File: src/rtl/mac_cfg_pkg.sv
// Constants for the MAC transmit timing and PHY control block
package mac_cfg_pkg;
  // ==========================================================
  // Register byte addresses
  localparam logic [7:0] ADDR_MAC_CTRL3  = 8'h00;
  localparam logic [7:0] ADDR_HALF_DPX   = 8'h04;
  localparam logic [7:0] ADDR_B2B_GAP    = 8'h08;
  localparam logic [7:0] ADDR_PHY_CTRL1  = 8'h0C;
  localparam logic [7:0] ADDR_PHY_CTRL2  = 8'h10;
  localparam logic [7:0] ADDR_LED_CTRL   = 8'h14;
  localparam logic [7:0] ADDR_STATUS     = 8'h18;
  // ==========================================================
  // Field positions
  localparam int TX_ENABLE_A_BIT   = 6;
  localparam int BPNB_BIT    = 5;
  localparam int NOBK_BIT    = 4;
  localparam int FDX_BIT     = 0;
  localparam int GAP_W       = 7;
  localparam int P1_LOOP_BIT = 14;
  localparam int P1_DPX_BIT  = 8;
  localparam int FRC_BIT     = 14;
  localparam int TXD_BIT     = 13;
  localparam int JAB_BIT     = 10;
  localparam int HDL_BIT     = 8;
  // ==========================================================
  // Writable masks and reset values
  localparam logic [7:0]  MAC3_MASK  = 8'h71;
  localparam logic [7:0]  HDX_MASK   = 8'h70;
  localparam logic [7:0]  GAP_MASK   = 8'h7F;
  localparam logic [15:0] P1_MASK    = 16'h4100;
  localparam logic [15:0] P2_MASK    = 16'h6500;
  localparam logic [15:0] LED_MASK   = 16'h0003;
  localparam logic [7:0]  RST8       = 8'h00;
  localparam logic [15:0] RST16      = 16'h0000;
  localparam logic [1:0]  RESP_OKAY  = 2'b00;
  localparam logic [1:0]  RESP_SLVERR = 2'b10;
endpackage : mac_cfg_pkg

File: src/rtl/mac_tx_timing_phy_control.sv
// Register block for half-duplex transmit timing and PHY control
// How it works
// - Backpressure no-backoff set: retry at once after self-caused collision.
// - Backpressure no-backoff clear: backoff before retry after such collision.
// - No-backoff set: half duplex retries at once after any collision.
// - No-backoff clear: exponential backoff after any collision.
// - Seven-bit back-to-back gap in nibble times.
// - Force-link bit reports link up without partner.
// - Transmitter-disable bit turns off twisted-pair driver.
// - Jabber-disable bit stops jabber correction.
// - With control-one bits 8, 14 low, loopback-disable picks loopback.
// - Either control-one bit 8 or 14 high: loopback-disable ignored.
// - LED control register drives both LED outputs.
`timescale 1ns/1ns
`default_nettype none
module mac_tx_timing_phy_control
  import mac_cfg_pkg::*;
(
  input  wire logic        clk,
  input  wire logic        rst,
  input  wire logic        ce,
  input  wire logic [7:0]  s_axi_awaddr,
  input  wire logic        s_axi_awvalid,
  output logic             s_axi_awready,
  input  wire logic [31:0] s_axi_wdata,
  input  wire logic [3:0]  s_axi_wstrb,
  input  wire logic        s_axi_wvalid,
  output logic             s_axi_wready,
  output logic [1:0]       s_axi_bresp,
  output logic             s_axi_bvalid,
  input  wire logic        s_axi_bready,
  input  wire logic [7:0]  s_axi_araddr,
  input  wire logic        s_axi_arvalid,
  output logic             s_axi_arready,
  output logic [31:0]      s_axi_rdata,
  output logic [1:0]       s_axi_rresp,
  output logic             s_axi_rvalid,
  input  wire logic        s_axi_rready,
  input  wire logic        link_detected,
  input  wire logic        tx_active,
  output logic             full_duplex,
  output logic             tx_enable_a_unlimited,
  output logic             bp_retry_now,
  output logic             any_retry_now,
  output logic [6:0]       back_to_back_gap_field,
  output logic             link_up,
  output logic             tp_tx_enable,
  output logic             jabber_enable,
  output logic             loopback_to_mac,
  output logic             led_output_one,
  output logic             led_output_two
);
  // ==========================================================
  // State
  // Bus side: registered readies, captured halves, pending answers
  typedef struct packed {
    logic        awrdy;
    logic        wrdy;
    logic        ardy;
    logic        awr;
    logic        wr;
    logic [7:0]  aw;
    logic [31:0] wd;
    logic [3:0]  ws;
    logic        bv;
    logic [1:0]  br;
    logic        rv;
    logic [31:0] rd;
    logic [1:0]  rr;
    // Software-visible registers, writable bits only
    logic [7:0]  mac_control_three;
    logic [7:0]  mac_half_duplex_control;
    logic [7:0]  back_to_back_gap;
    logic [15:0] phy_control_one;
    logic [15:0] phy_control_two;
    logic [15:0] phy_led_control;
    // Registered copies of the control outputs
    logic        fdx;
    logic        tx_enable_a;
    logic        bpn;
    logic        nbk;
    logic [6:0]  gap;
    logic        lnk;
    logic        txen;
    logic        jab;
    logic        loop;
    logic        led1;
    logic        led2;
  } state_t;

  state_t st_r;
  state_t st_nxt;

  // Readies sit high through reset so the bus sees an idle slave
  localparam state_t ST_RESET = '{awrdy: 1'b1, wrdy: 1'b1, ardy: 1'b1, default: '0};

  // ==========================================================
  // Port timing
  // Write address and write data are captured on their own handshakes.
  // Either may arrive first; the captured half waits in the state.
  // The commit happens on the edge after both halves are held.
  // The write response is raised by that commit edge.
  // Readies drop while a half waits or while a response is pending.
  // Trade-off: no write overlap, but no skid buffer either.
  // One read in flight; its data is registered on the address edge.
  // Read data and response hold until rready is seen high.
  // Readies are flip-flops of their own, kept in step with the
  // pending flags, so no bus output has a combinational path.
  // Unmapped addresses answer with a slave error and change nothing.
  // The status word is read only; a write to it is refused the same way.
  // Only byte lanes 0 and 1 carry register bits; upper lanes are unused.

  // ==========================================================
  // Control outputs
  // Every control output is registered one edge after its register.
  // Software must allow that edge before relying on a new setting.
  // Half-duplex controls are forced low whenever full duplex is set,
  // so the transmit engine never sees a stale half-duplex mode.
  // The gap field is passed on as written; the host picks the offset
  // that suits the duplex mode, the block does not add it.
  // Link up follows the partner unless the force bit holds it up.
  // The loopback path depends on both PHY control registers at once.

  // ==========================================================
  // Clock enable
  // With the enable low nothing moves: bus state, registers and
  // outputs all hold. A bus master must not expect answers then.
  // Hazard: the partner's link level keeps moving while frozen,
  // so link up may lag it by the frozen span plus one edge.

  // ==========================================================
  // Byte-lane merge, used for every register write
  function automatic logic [15:0] merge16(input logic [15:0] old, input logic [31:0] d,
                                          input logic [3:0] s, input logic [15:0] m);
    logic [15:0] v;
    v = old;
    if (s[0]) begin
      v[7:0] = d[7:0];
    end
    if (s[1]) begin
      v[15:8] = d[15:8];
    end
    return v & m;
  endfunction : merge16

  // Half-duplex-only control bit, forced off in full duplex
  // Used by all three collision and deferral controls
  function automatic logic hdx_only(input logic bit_v, input logic fdx_v);
    return bit_v && !fdx_v;
  endfunction : hdx_only

  // Register read mux; unmapped addresses answer with an error
  // Bit 32 of the result flags the error; the rest is the data word
  function automatic logic [32:0] rd_mux(input state_t s, input logic [7:0] a);
    logic [32:0] r;
    r = {1'b0, 32'h0000_0000};
    unique case (a)
      ADDR_MAC_CTRL3: r[7:0]  = s.mac_control_three;
      ADDR_HALF_DPX:  r[7:0]  = s.mac_half_duplex_control;
      ADDR_B2B_GAP:   r[7:0]  = s.back_to_back_gap;
      ADDR_PHY_CTRL1: r[15:0] = s.phy_control_one;
      ADDR_PHY_CTRL2: r[15:0] = s.phy_control_two;
      ADDR_LED_CTRL:  r[15:0] = s.phy_led_control;
      ADDR_STATUS:    r[1:0]  = {s.lnk, s.loop};
      default:        r[32]   = 1'b1;
    endcase
    return r;
  endfunction : rd_mux

  // ==========================================================
  // Next state
  always_comb begin
    logic [32:0] rm;
    logic [15:0] ext8;
    rm = 33'h0_0000_0000;
    ext8 = 16'h0000;
    st_nxt = st_r;
    // Address and data latch independently, either order
    if (s_axi_awvalid && !st_r.awr && !st_r.bv) begin
      st_nxt.awr = 1'b1;
      st_nxt.aw = s_axi_awaddr;
    end
    if (s_axi_wvalid && !st_r.wr && !st_r.bv) begin
      st_nxt.wr = 1'b1;
      st_nxt.wd = s_axi_wdata;
      st_nxt.ws = s_axi_wstrb;
    end
    // Commit once both halves are held
    if (st_r.awr && st_r.wr) begin
      st_nxt.awr = 1'b0;
      st_nxt.wr = 1'b0;
      st_nxt.bv = 1'b1;
      st_nxt.br = RESP_OKAY;
      ext8 = {8'h00, st_r.mac_control_three};
      unique case (st_r.aw)
        ADDR_MAC_CTRL3: st_nxt.mac_control_three = 8'(merge16(ext8, st_r.wd, st_r.ws,
                                                   {8'h00, MAC3_MASK}));
        ADDR_HALF_DPX:  st_nxt.mac_half_duplex_control = 8'(merge16(
                          {8'h00, st_r.mac_half_duplex_control}, st_r.wd, st_r.ws,
                          {8'h00, HDX_MASK}));
        ADDR_B2B_GAP:   st_nxt.back_to_back_gap = 8'(merge16({8'h00, st_r.back_to_back_gap},
                          st_r.wd, st_r.ws, {8'h00, GAP_MASK}));
        ADDR_PHY_CTRL1: st_nxt.phy_control_one = merge16(st_r.phy_control_one, st_r.wd,
                          st_r.ws, P1_MASK);
        // Reserved bits dropped so they stay zero
        ADDR_PHY_CTRL2: st_nxt.phy_control_two = merge16(st_r.phy_control_two, st_r.wd,
                          st_r.ws, P2_MASK);
        ADDR_LED_CTRL:  st_nxt.phy_led_control = merge16(st_r.phy_led_control, st_r.wd,
                          st_r.ws, LED_MASK);
        ADDR_STATUS:    st_nxt.br = RESP_SLVERR;
        default:        st_nxt.br = RESP_SLVERR;
      endcase
    end
    if (st_r.bv && s_axi_bready) begin
      st_nxt.bv = 1'b0;
    end
    // Read path: one read in flight
    if (s_axi_arvalid && !st_r.rv) begin
      rm = rd_mux(st_r, s_axi_araddr);
      st_nxt.rv = 1'b1;
      st_nxt.rd = rm[31:0];
      st_nxt.rr = rm[32] ? RESP_SLVERR : RESP_OKAY;
    end else if (st_r.rv && s_axi_rready) begin
      st_nxt.rv = 1'b0;
    end
    // Half-duplex controls, inert in full duplex
    st_nxt.fdx = st_r.mac_control_three[FDX_BIT];
    st_nxt.tx_enable_a = hdx_only(st_r.mac_half_duplex_control[TX_ENABLE_A_BIT], st_nxt.fdx);
    st_nxt.bpn = hdx_only(st_r.mac_half_duplex_control[BPNB_BIT], st_nxt.fdx);
    st_nxt.nbk = hdx_only(st_r.mac_half_duplex_control[NOBK_BIT], st_nxt.fdx);
    st_nxt.gap = st_r.back_to_back_gap[GAP_W-1:0];
    // PHY controls
    st_nxt.lnk = link_detected || st_r.phy_control_two[FRC_BIT];
    st_nxt.txen = !st_r.phy_control_two[TXD_BIT];
    st_nxt.jab = !st_r.phy_control_two[JAB_BIT];
    // Loopback control only matters when control-one bits 8 and 14 are both low
    if (st_r.phy_control_one[P1_DPX_BIT] || st_r.phy_control_one[P1_LOOP_BIT]) begin
      st_nxt.loop = st_r.phy_control_one[P1_LOOP_BIT];
    end else begin
      st_nxt.loop = !st_r.phy_control_two[HDL_BIT];
    end
    // LED one shows activity when bit 0 is set, else link; LED two duplex when bit 1 is set, else activity
    st_nxt.led1 = st_r.phy_led_control[0] ? tx_active : st_nxt.lnk;
    st_nxt.led2 = st_r.phy_led_control[1] ? st_nxt.fdx : tx_active;
    // Readies registered from the next pending flags, so they stay in step
    st_nxt.awrdy = !st_nxt.awr && !st_nxt.bv;
    st_nxt.wrdy = !st_nxt.wr && !st_nxt.bv;
    st_nxt.ardy = !st_nxt.rv;
  end

  // ==========================================================
  // State register; clock enable freezes everything
  always_ff @(posedge clk or posedge rst) begin
    if (rst) begin
      st_r <= ST_RESET;
    end else if (ce) begin
      st_r <= st_nxt;
    end
  end

  // ==========================================================
  // Outputs, all from flip-flops
  // Each output is a plain state bit, no gates in front
  assign s_axi_awready = st_r.awrdy;
  assign s_axi_wready  = st_r.wrdy;
  assign s_axi_bvalid  = st_r.bv;
  assign s_axi_bresp   = st_r.br;
  assign s_axi_arready = st_r.ardy;
  assign s_axi_rvalid  = st_r.rv;
  assign s_axi_rdata   = st_r.rd;
  assign s_axi_rresp   = st_r.rr;
  assign full_duplex   = st_r.fdx;
  assign tx_enable_a_unlimited = st_r.tx_enable_a;
  assign bp_retry_now  = st_r.bpn;
  assign any_retry_now = st_r.nbk;
  assign back_to_back_gap_field = st_r.gap;
  assign link_up       = st_r.lnk;
  assign tp_tx_enable  = st_r.txen;
  assign jabber_enable = st_r.jab;
  assign loopback_to_mac = st_r.loop;
  assign led_output_one = st_r.led1;
  assign led_output_two = st_r.led2;
endmodule : mac_tx_timing_phy_control
`default_nettype wire

File: config.mk
export PLATFORM = sky130hd
export DESIGN_NAME = mac_tx_timing_phy_control
export DESIGN_NICKNAME = d
export VERILOG_FILES = /design/src/rtl/mac_cfg_pkg.sv /design/src/rtl/mac_tx_timing_phy_control.sv
export SDC_FILE = /design/constraint.sdc
export NUM_CORES = 1
export LEC_CHECK = 0
export BUFFER_PORTS_ARGS = -buffer_cell sky130_fd_sc_hd__buf_2
export CAP_MARGIN = 10
export CORE_UTILIZATION = 35
export DETAILED_ROUTE_END_ITERATION = 10
export PLACE_DENSITY_LB_ADDON = 0.1
export SYNTH_ARGS = -nofsm -noshare
export SYNTH_HDL_FRONTEND = slang
export SYNTH_SLANG_ARGS = --single-unit
export TNS_END_PERCENT = 30
File: constraint.sdc
create_clock -name clk -period 3 [get_ports clk]
set_input_delay 0.3 -clock clk [delete_from_list [all_inputs] [get_ports clk]]
set_output_delay 0.3 -clock clk [all_outputs]
set_load 0.005 [all_outputs]
==> results.md, run 1 <==
* Root Buffer: clkbuf_8
* Antenna-violating nets left at 0
* CP arrival at 2.15 ns
* Via count at between 2k and 2.5k
* Clock Latency Late Sink at 0.34 ns
* Post-synthesis sequential area ratio at 53.17%
* Max-slew headroom at 30.83%
* Worst Tran Pin Value at 1.036 ns
* Starting Density at 36.38%
* GP Congestion at 0.7058
* Antenna violations before repair at 0
* Setup violators final at 0
* Worst r2r dst: st_nxt[8]
* Fin nets at 436
* Top_reg_cell synth: dfrtp_1
* Post-synth EDFFs at 0
* Worst R2R Start: st_r[168]
* Cts hold-fix bufs at 0
* Synth top area share at 51.08%
* First-pass GRT wire length at 12.17 mm
* Maximum fanout along the worst path at 7
* Post-CTS resize count at 0
* Worst Skew at 0.009323 ns
* Pre-antenna DRT Iters at 4
* Kind of critical path: reg2reg
* Slew Viols, Final at 0
* Routed WL at 7.484 mm
* Std-Cell Rows at 37
* CTS buffer count at 9
* RSZ-0062 raised after global routing: no
* Initial DRC Count at 45
* Clock-pin slew on the worst setup and hold paths at 0.08 ns
* Routed wl met2 at 3.529 mm
* Data required, critical path at 3.23 ns
* Met3 routed WL at 324 µm
* Final hold vios at 0
* Yosys top cell by area: dfrtp_1
* Largest net degree at the start of global routing at about 60
* Yosys cell types at 41
* Hold Path Class: in2async
* Period minus WS final at 1.913 ns
* Worst VDD drop at between 0.3 and 0.4 mV
* Fin util at about 41%
* Vias in the first global route at 2353
* Per-cell routed wire length at around 15 µm
* Design area at 4275 µm²
* CTS max path bufs at 2
* Asr flop ratio synth at 100.0%
* Number of buffers added on ports at 73
* FMAX at 0.5227 GHz
* Dpl cells at 499
* Share of layout cells above drive strength 1 at 41.69%
* Gr usage total at about 14%
* Die area at 11200 µm²
* Setup slack, reg-to-reg at 1.09 ns
* Post-synth top cells: 77 x dfrtp_1, 54 x mux2_2, 44 x buf_4
* Placed Area at 4054 µm²
* Max-cap viol count at 0
* Yosys reg bits at 80
* Area delta synth->final at 13.33%
* Worst setup SP type: flop
* Final period utilization at 63.78%
* Pwr/cell area at 679.3 nW/µm²
* # DRC at 0
* DR top layer: met4
* Mapped Area at around 3800 µm²
* Clock sink count at 80
* Detail Placement HPWL at about 5.5 mm
* Via density at 4.742
* Final TNS setup at 0 ns
* Status: completed
* Setup Buffers After CTS at 0
* CTS HTree Levels at 3
* Number of fill cells in the layout at about 1.0k
* Grt total ovfl at 0
* YS warnings at 0
* Placeable Area at 10370 µm²
* Number of cells produced by synthesis at ~320
* Top-count cell post-synth: dfrtp_1
* Die Wd at 105.8 µm
* Worst hold slack at approximately 0.16 ns
* Leak at 2.068 nW
* Syn_area_per_cell at 11.83 µm²
* M1 WL at 3.549 mm
* Die Y at about 110 µm
* CTS tree: yes
* R2R cell count at 3
* Synth top area cells: dfrtp_1 51%, mux2_2 16%, buf_4 8.8%
* Crit. End Element: flop
* Non-Filler Instances at 515
* ANT cells at 0
* I/O Pins at 120
## kinds of logic (layout without fill, tap and decap cells)
kind of cell,after synthesis,after routing,share of synthesized area (%)
AOI/OAI and AO/OA,40,40,6.733
xor gates and xnor gates,1,1,0.2322
buffers and inverters,60,98,10.75
DFF,80,80,53.17
muxes,58,58,17.18
other,1,23,0.09941
and+or+nand+nor,79,79,11.84
## sequential cells by signal, indices dropped and copies added, names as in the netlist, 7 cells and up
name                    flops
s_axi_rdata                11
back_to_back_gap_field      7
st_r                       37
st_nxt                      8
## stage by stage
stage	worst slack (ns)	power, mW
2_1_floorplan	0.6532	1.895
3_3_place_gp	1.043	2.046
3_5_place_dp	1.021	2.060
4_1_cts	1.050	2.946
5_1_grt	0.9977	3.081
6_report	1.087	2.904
## final cells by class
class | count | area, µm² | share of cell area, %
clock inverter | 5 | 80.08 | 1.873
timing repair buffer | 78 | 402.9 | 9.423
multi-input combinational | 201 | 1459 | 34.12
sequential | 80 | 2006 | 46.91
clock buffer | 11 | 141.4 | 3.307
tap | 136 | 170.2 | 3.980
inverter | 4 | 16.27 | 0.3805
## placed cells by master, fill, tap and decap left out, types with 5 or more instances in the layout
| cell | netlist | layout |
|---|---|---|
| conb_1 | 1 | 23 |
| buf_4 | 44 | 5 |
| o21ai_0 | 10 | 10 |
| a21oi_1 | 11 | 11 |
| nor2_1 | 18 | 18 |
| nor2b_1 | 6 | 6 |
| buf_2 | 6 | 73 |
| dfrtp_1 | 77 | 77 |
| clkbuf_8 | 0 | 10 |
| mux2_2 | 54 | 54 |
| nand2_1 | 22 | 22 |
## where the power goes
group	internal, mW	total [mW]	leakage (nW)	switching (mW)
clock network	0.491	0.878	0.106	0.388
logic	0.296	0.512	0.938	0.216
registers	1.31	1.51	1.02	0.209
total	2.09	2.90	2.07	0.813
## layer usage
metal	GRT usage [%]	up-vias
met1	19.79	1199
met2	21.90	75
met3	2.659	7
met4	6.250	0
met5	0	-
li1	-	1161
## how the worst max path moves through the flow
stage	startpoint	end	cells past startpoint
2_1_floorplan	rst	any_retry_now	1
3_3_place_gp	ce	st_nxt[10]	4
3_5_place_dp	ce	st_nxt[8]	4
4_1_cts	st_r[168]	st_nxt[8]	3
5_1_grt	st_r[168]	st_nxt[7]	3
6_report	st_r[168]	st_nxt[8]	3
## critical path, stage by stage, from the launching register on
cell and delay, ns:
dfrtp_1 0.42, nor4_4 0.45, and4_1 0.54, mux2_2 0.39
Power figures use the tool's default switching activity.
==> run 2: changes to the inputs <==
==> constraint.sdc (replaced) <==
create_clock -name clk -period 1.85 [get_ports clk]
set_input_delay 0.185 -clock clk [delete_from_list [all_inputs] [get_ports clk]]
set_output_delay 0.185 -clock clk [all_outputs]
set_load 0.005 [all_outputs]
==> results.md, run 2 (synthesized netlist as in run 1, its figures left out) <==
* Status: completed (unchanged)
* Vias in the first global route at 2371 (was 2353)
* Worst r2r dst: st_r[18] (was st_nxt[8])
* Maximum fanout along the worst path at 5 (was 7)
* Detail Placement HPWL at 5.569 mm (was 5.485 mm)
* First-pass GRT wire length at 12.27 mm (was 12.17 mm)
* Initial DRC Count at 99 (was 45)
* Max-slew headroom at 66.60% (was 30.83%)
* Pre-antenna DRT Iters at 4 (unchanged)
* Antenna violations before repair at 0 (unchanged)
* Die Y at 105.8 µm (unchanged)
* Commonest cells after routing, fill and taps aside: 77 x dfrtp_1, 73 x buf_2, 54 x mux2_2 (unchanged)
* Clock-pin slew on the worst setup and hold paths at 0.08 ns (about the same)
* CTS buffer count at 9 (unchanged)
* Final hold vios at 0 (unchanged)
* Fin nets at 443 (was 436)
* Internal power at 3.473 mW (was 2.092 mW)
* Register area at 2006 µm² (unchanged)
* Hold_sp: s_axi_wdata[6]
* CP max-delay cell: dfrtp_1 (was and4_1)
* Final period utilization at 88.25% (was 63.78%)
* CTS HTree Levels at 3 (unchanged)
* Crit path cell chain: nor4_4 -> buf_4 -> and4_2 -> mux2_2 (was nor4_4 -> and4_1 -> mux2_2)
* Data required, critical path at 2.08 ns (was 3.23 ns)
* FMAX at 0.6125 GHz (was 0.5227 GHz)
* Starting Density at 36.38% (unchanged)
* Worst Skew at 0.008118 ns (was 0.009323 ns)
* Number of buffers added on ports at 73 (unchanged)
* Crit-path max cell delay at 0.41 ns (was 0.54 ns)
* Clock power frac at 30.4% (was 30.2%)
* Final TNS setup at 0 ns (unchanged)
* Hold Path Class: in2reg (was in2async)
* Max FFs per register at 37 (unchanged)
* Switching pwr at 1.315 mW (was 0.8126 mW)
* Gr usage total at 14.47% (was 14.31%)
* RSZ-0062 raised after global routing: no (unchanged)
* ANT cells at 0 (unchanged)
* Grt total ovfl at 0 (unchanged)
* Commonest non-fill, non-tap cell in the layout: dfrtp_1 (unchanged)
* WHS Path Cells at 2
* Worst setup SP type: flop (unchanged)
* Post-CTS resize count at 0 (unchanged)
* Worst R2R Start: st_r[168] (unchanged)
* Final worst slack at 0.2173 ns (was 1.087 ns)
* Clock sink count at 80 (unchanged)
* Worst Hold End: st_r[137]
* Setup slack, reg-to-reg at 0.22 ns (was 1.09 ns)
* Combinational share of power at 18.7% (was 17.6%)
* Share of layout cells above drive strength 1 at 42.23% (was 41.69%)
* Root Buffer: clkbuf_8 (unchanged)
* Via density at 4.617 (was 4.742)
* CTS tree: yes (unchanged)
* Crit. End Element: flop (unchanged)
* R2R cell count at 4 (was 3)
* Area delta synth->final at 15.92% (was 13.33%)
* CP arrival at 1.86 ns (was 2.15 ns)
* Antenna-violating nets left at 0 (unchanged)
* Setup violators final at 0 (unchanged)
* Kind of critical path: reg2reg (unchanged)
* Routed WL at 7.518 mm (was 7.484 mm)
* Number of fill cells in the layout at 1024 (was 1040)
* Sw Share at 27.46% (was 27.98%)
* Via count at 2410 (was 2442)
* Clock Latency Late Sink at 0.34 ns (about the same)
* Std-Cell Rows at 37 (unchanged)
* Placeable Area at 10370 µm² (unchanged)
* Leak at 2.117 nW (was 2.068 nW)
* # DRC at 0 (unchanged)
* Setup Buffers After CTS at 0 (unchanged)
* CTS max path bufs at 2 (unchanged)
* Pwr/cell area at 1095 nW/µm² (was 679.3 nW/µm²)
* Cts hold-fix bufs at 1 (was 0)
* GP Congestion at 0.7507 (was 0.7058)
* Top reg by flops: st_r (unchanged)
* Worst VDD drop at 0.4972 mV (was 0.3197 mV)
* Largest net degree at the start of global routing at 46 (was 61)
* Slew Viols, Final at 0 (unchanged)
* Worst Tran Pin Value at 0.4965 ns (was 1.036 ns)
* Sequential share of power at 50.8% (was 52.1%)
* Worst hold slack at 0.06555 ns (was 0.1602 ns)
* Multi-input gate area at 1459 µm² (unchanged)
* Pre-CTS setup slack at 0.1998 ns (was 1.021 ns)
* Die area at 11200 µm² (unchanged)
* Period minus WS final at 1.633 ns (was 1.913 ns)
* Per-cell routed wire length at 14.40 µm (was 14.53 µm)
* Die Wd at 105.8 µm (unchanged)
* Max-cap viol count at 0 (unchanged)
* I/O Pins at 120 (unchanged)
run 2: how the worst max path moves through the flow:
stage	startpoint	to	slack, ns	depth (start not counted)
after CTS	st_r[168]	st_r[86]	0.18	4
after global placement	st_r[168]	st_r[17]	0.20	4
after global routing	st_r[168]	st_r[86]	0.11	4
final	st_r[168]	st_r[18]	0.22	4
after detailed placement	st_r[168]	st_r[86]	0.20	4
after floorplan	st_r[168]	st_nxt[10]	0.29	4
run 2: area by class of cell:
class                   count  area share (%)
flip-flops and latches     80           45.87
multi-input cells         201           33.36
inverters                   4          0.4292
clock inverters             3           1.488
well taps                 136           3.891
repair buffers             85           11.33
clock buffers              13           3.634
run 2: worst max-delay path: cells and delay by family (launching register included):
| family | cells | cell delay (ns) |
|---|---|---|
| flip-flops | 1 | 0.41 |
| AND/OR/NAND/NOR | 2 | 0.59 |
| multiplexers | 1 | 0.33 |
| buffers and inverters | 1 | 0.19 |
run 2: per-stage QoR:
stage | utilization [%] | instances | area (µm²) | total power, mW
global route | 42.17 | 522 | 4373 | 5.089
detailed placement | 39.91 | 505 | 4139 | 3.387
CTS | 42.17 | 522 | 4373 | 4.852
finish | 42.17 | 522 | 4373 | 4.788
floorplan | - | 341 | 3859 | 3.073
global placement | 39.91 | 505 | 4139 | 3.368
run 2: per-layer routing:
| metal | up-vias | part of all wire (%) | track usage (%) |
|---|---|---|---|
| li1 | 1175 | - | - |
| met2 | 69 | 46 | 22.55 |
| met5 | - | 0 | 0 |
| met4 | 0 | 1.5 | 7.143 |
| met3 | 8 | 4.4 | 2.845 |
| met1 | 1158 | 48 | 19.20 |
run 2: power by group through the flow:
stage	clock network (mW)	logic [mW]	registers, mW
6_report	1.46	0.896	2.43
5_1_grt	1.58	1.01	2.50
4_1_cts	1.49	0.916	2.44
3_5_place_dp	0	0.909	2.48
3_3_place_gp	0	0.896	2.47
2_1_floorplan	0	0.687	2.39
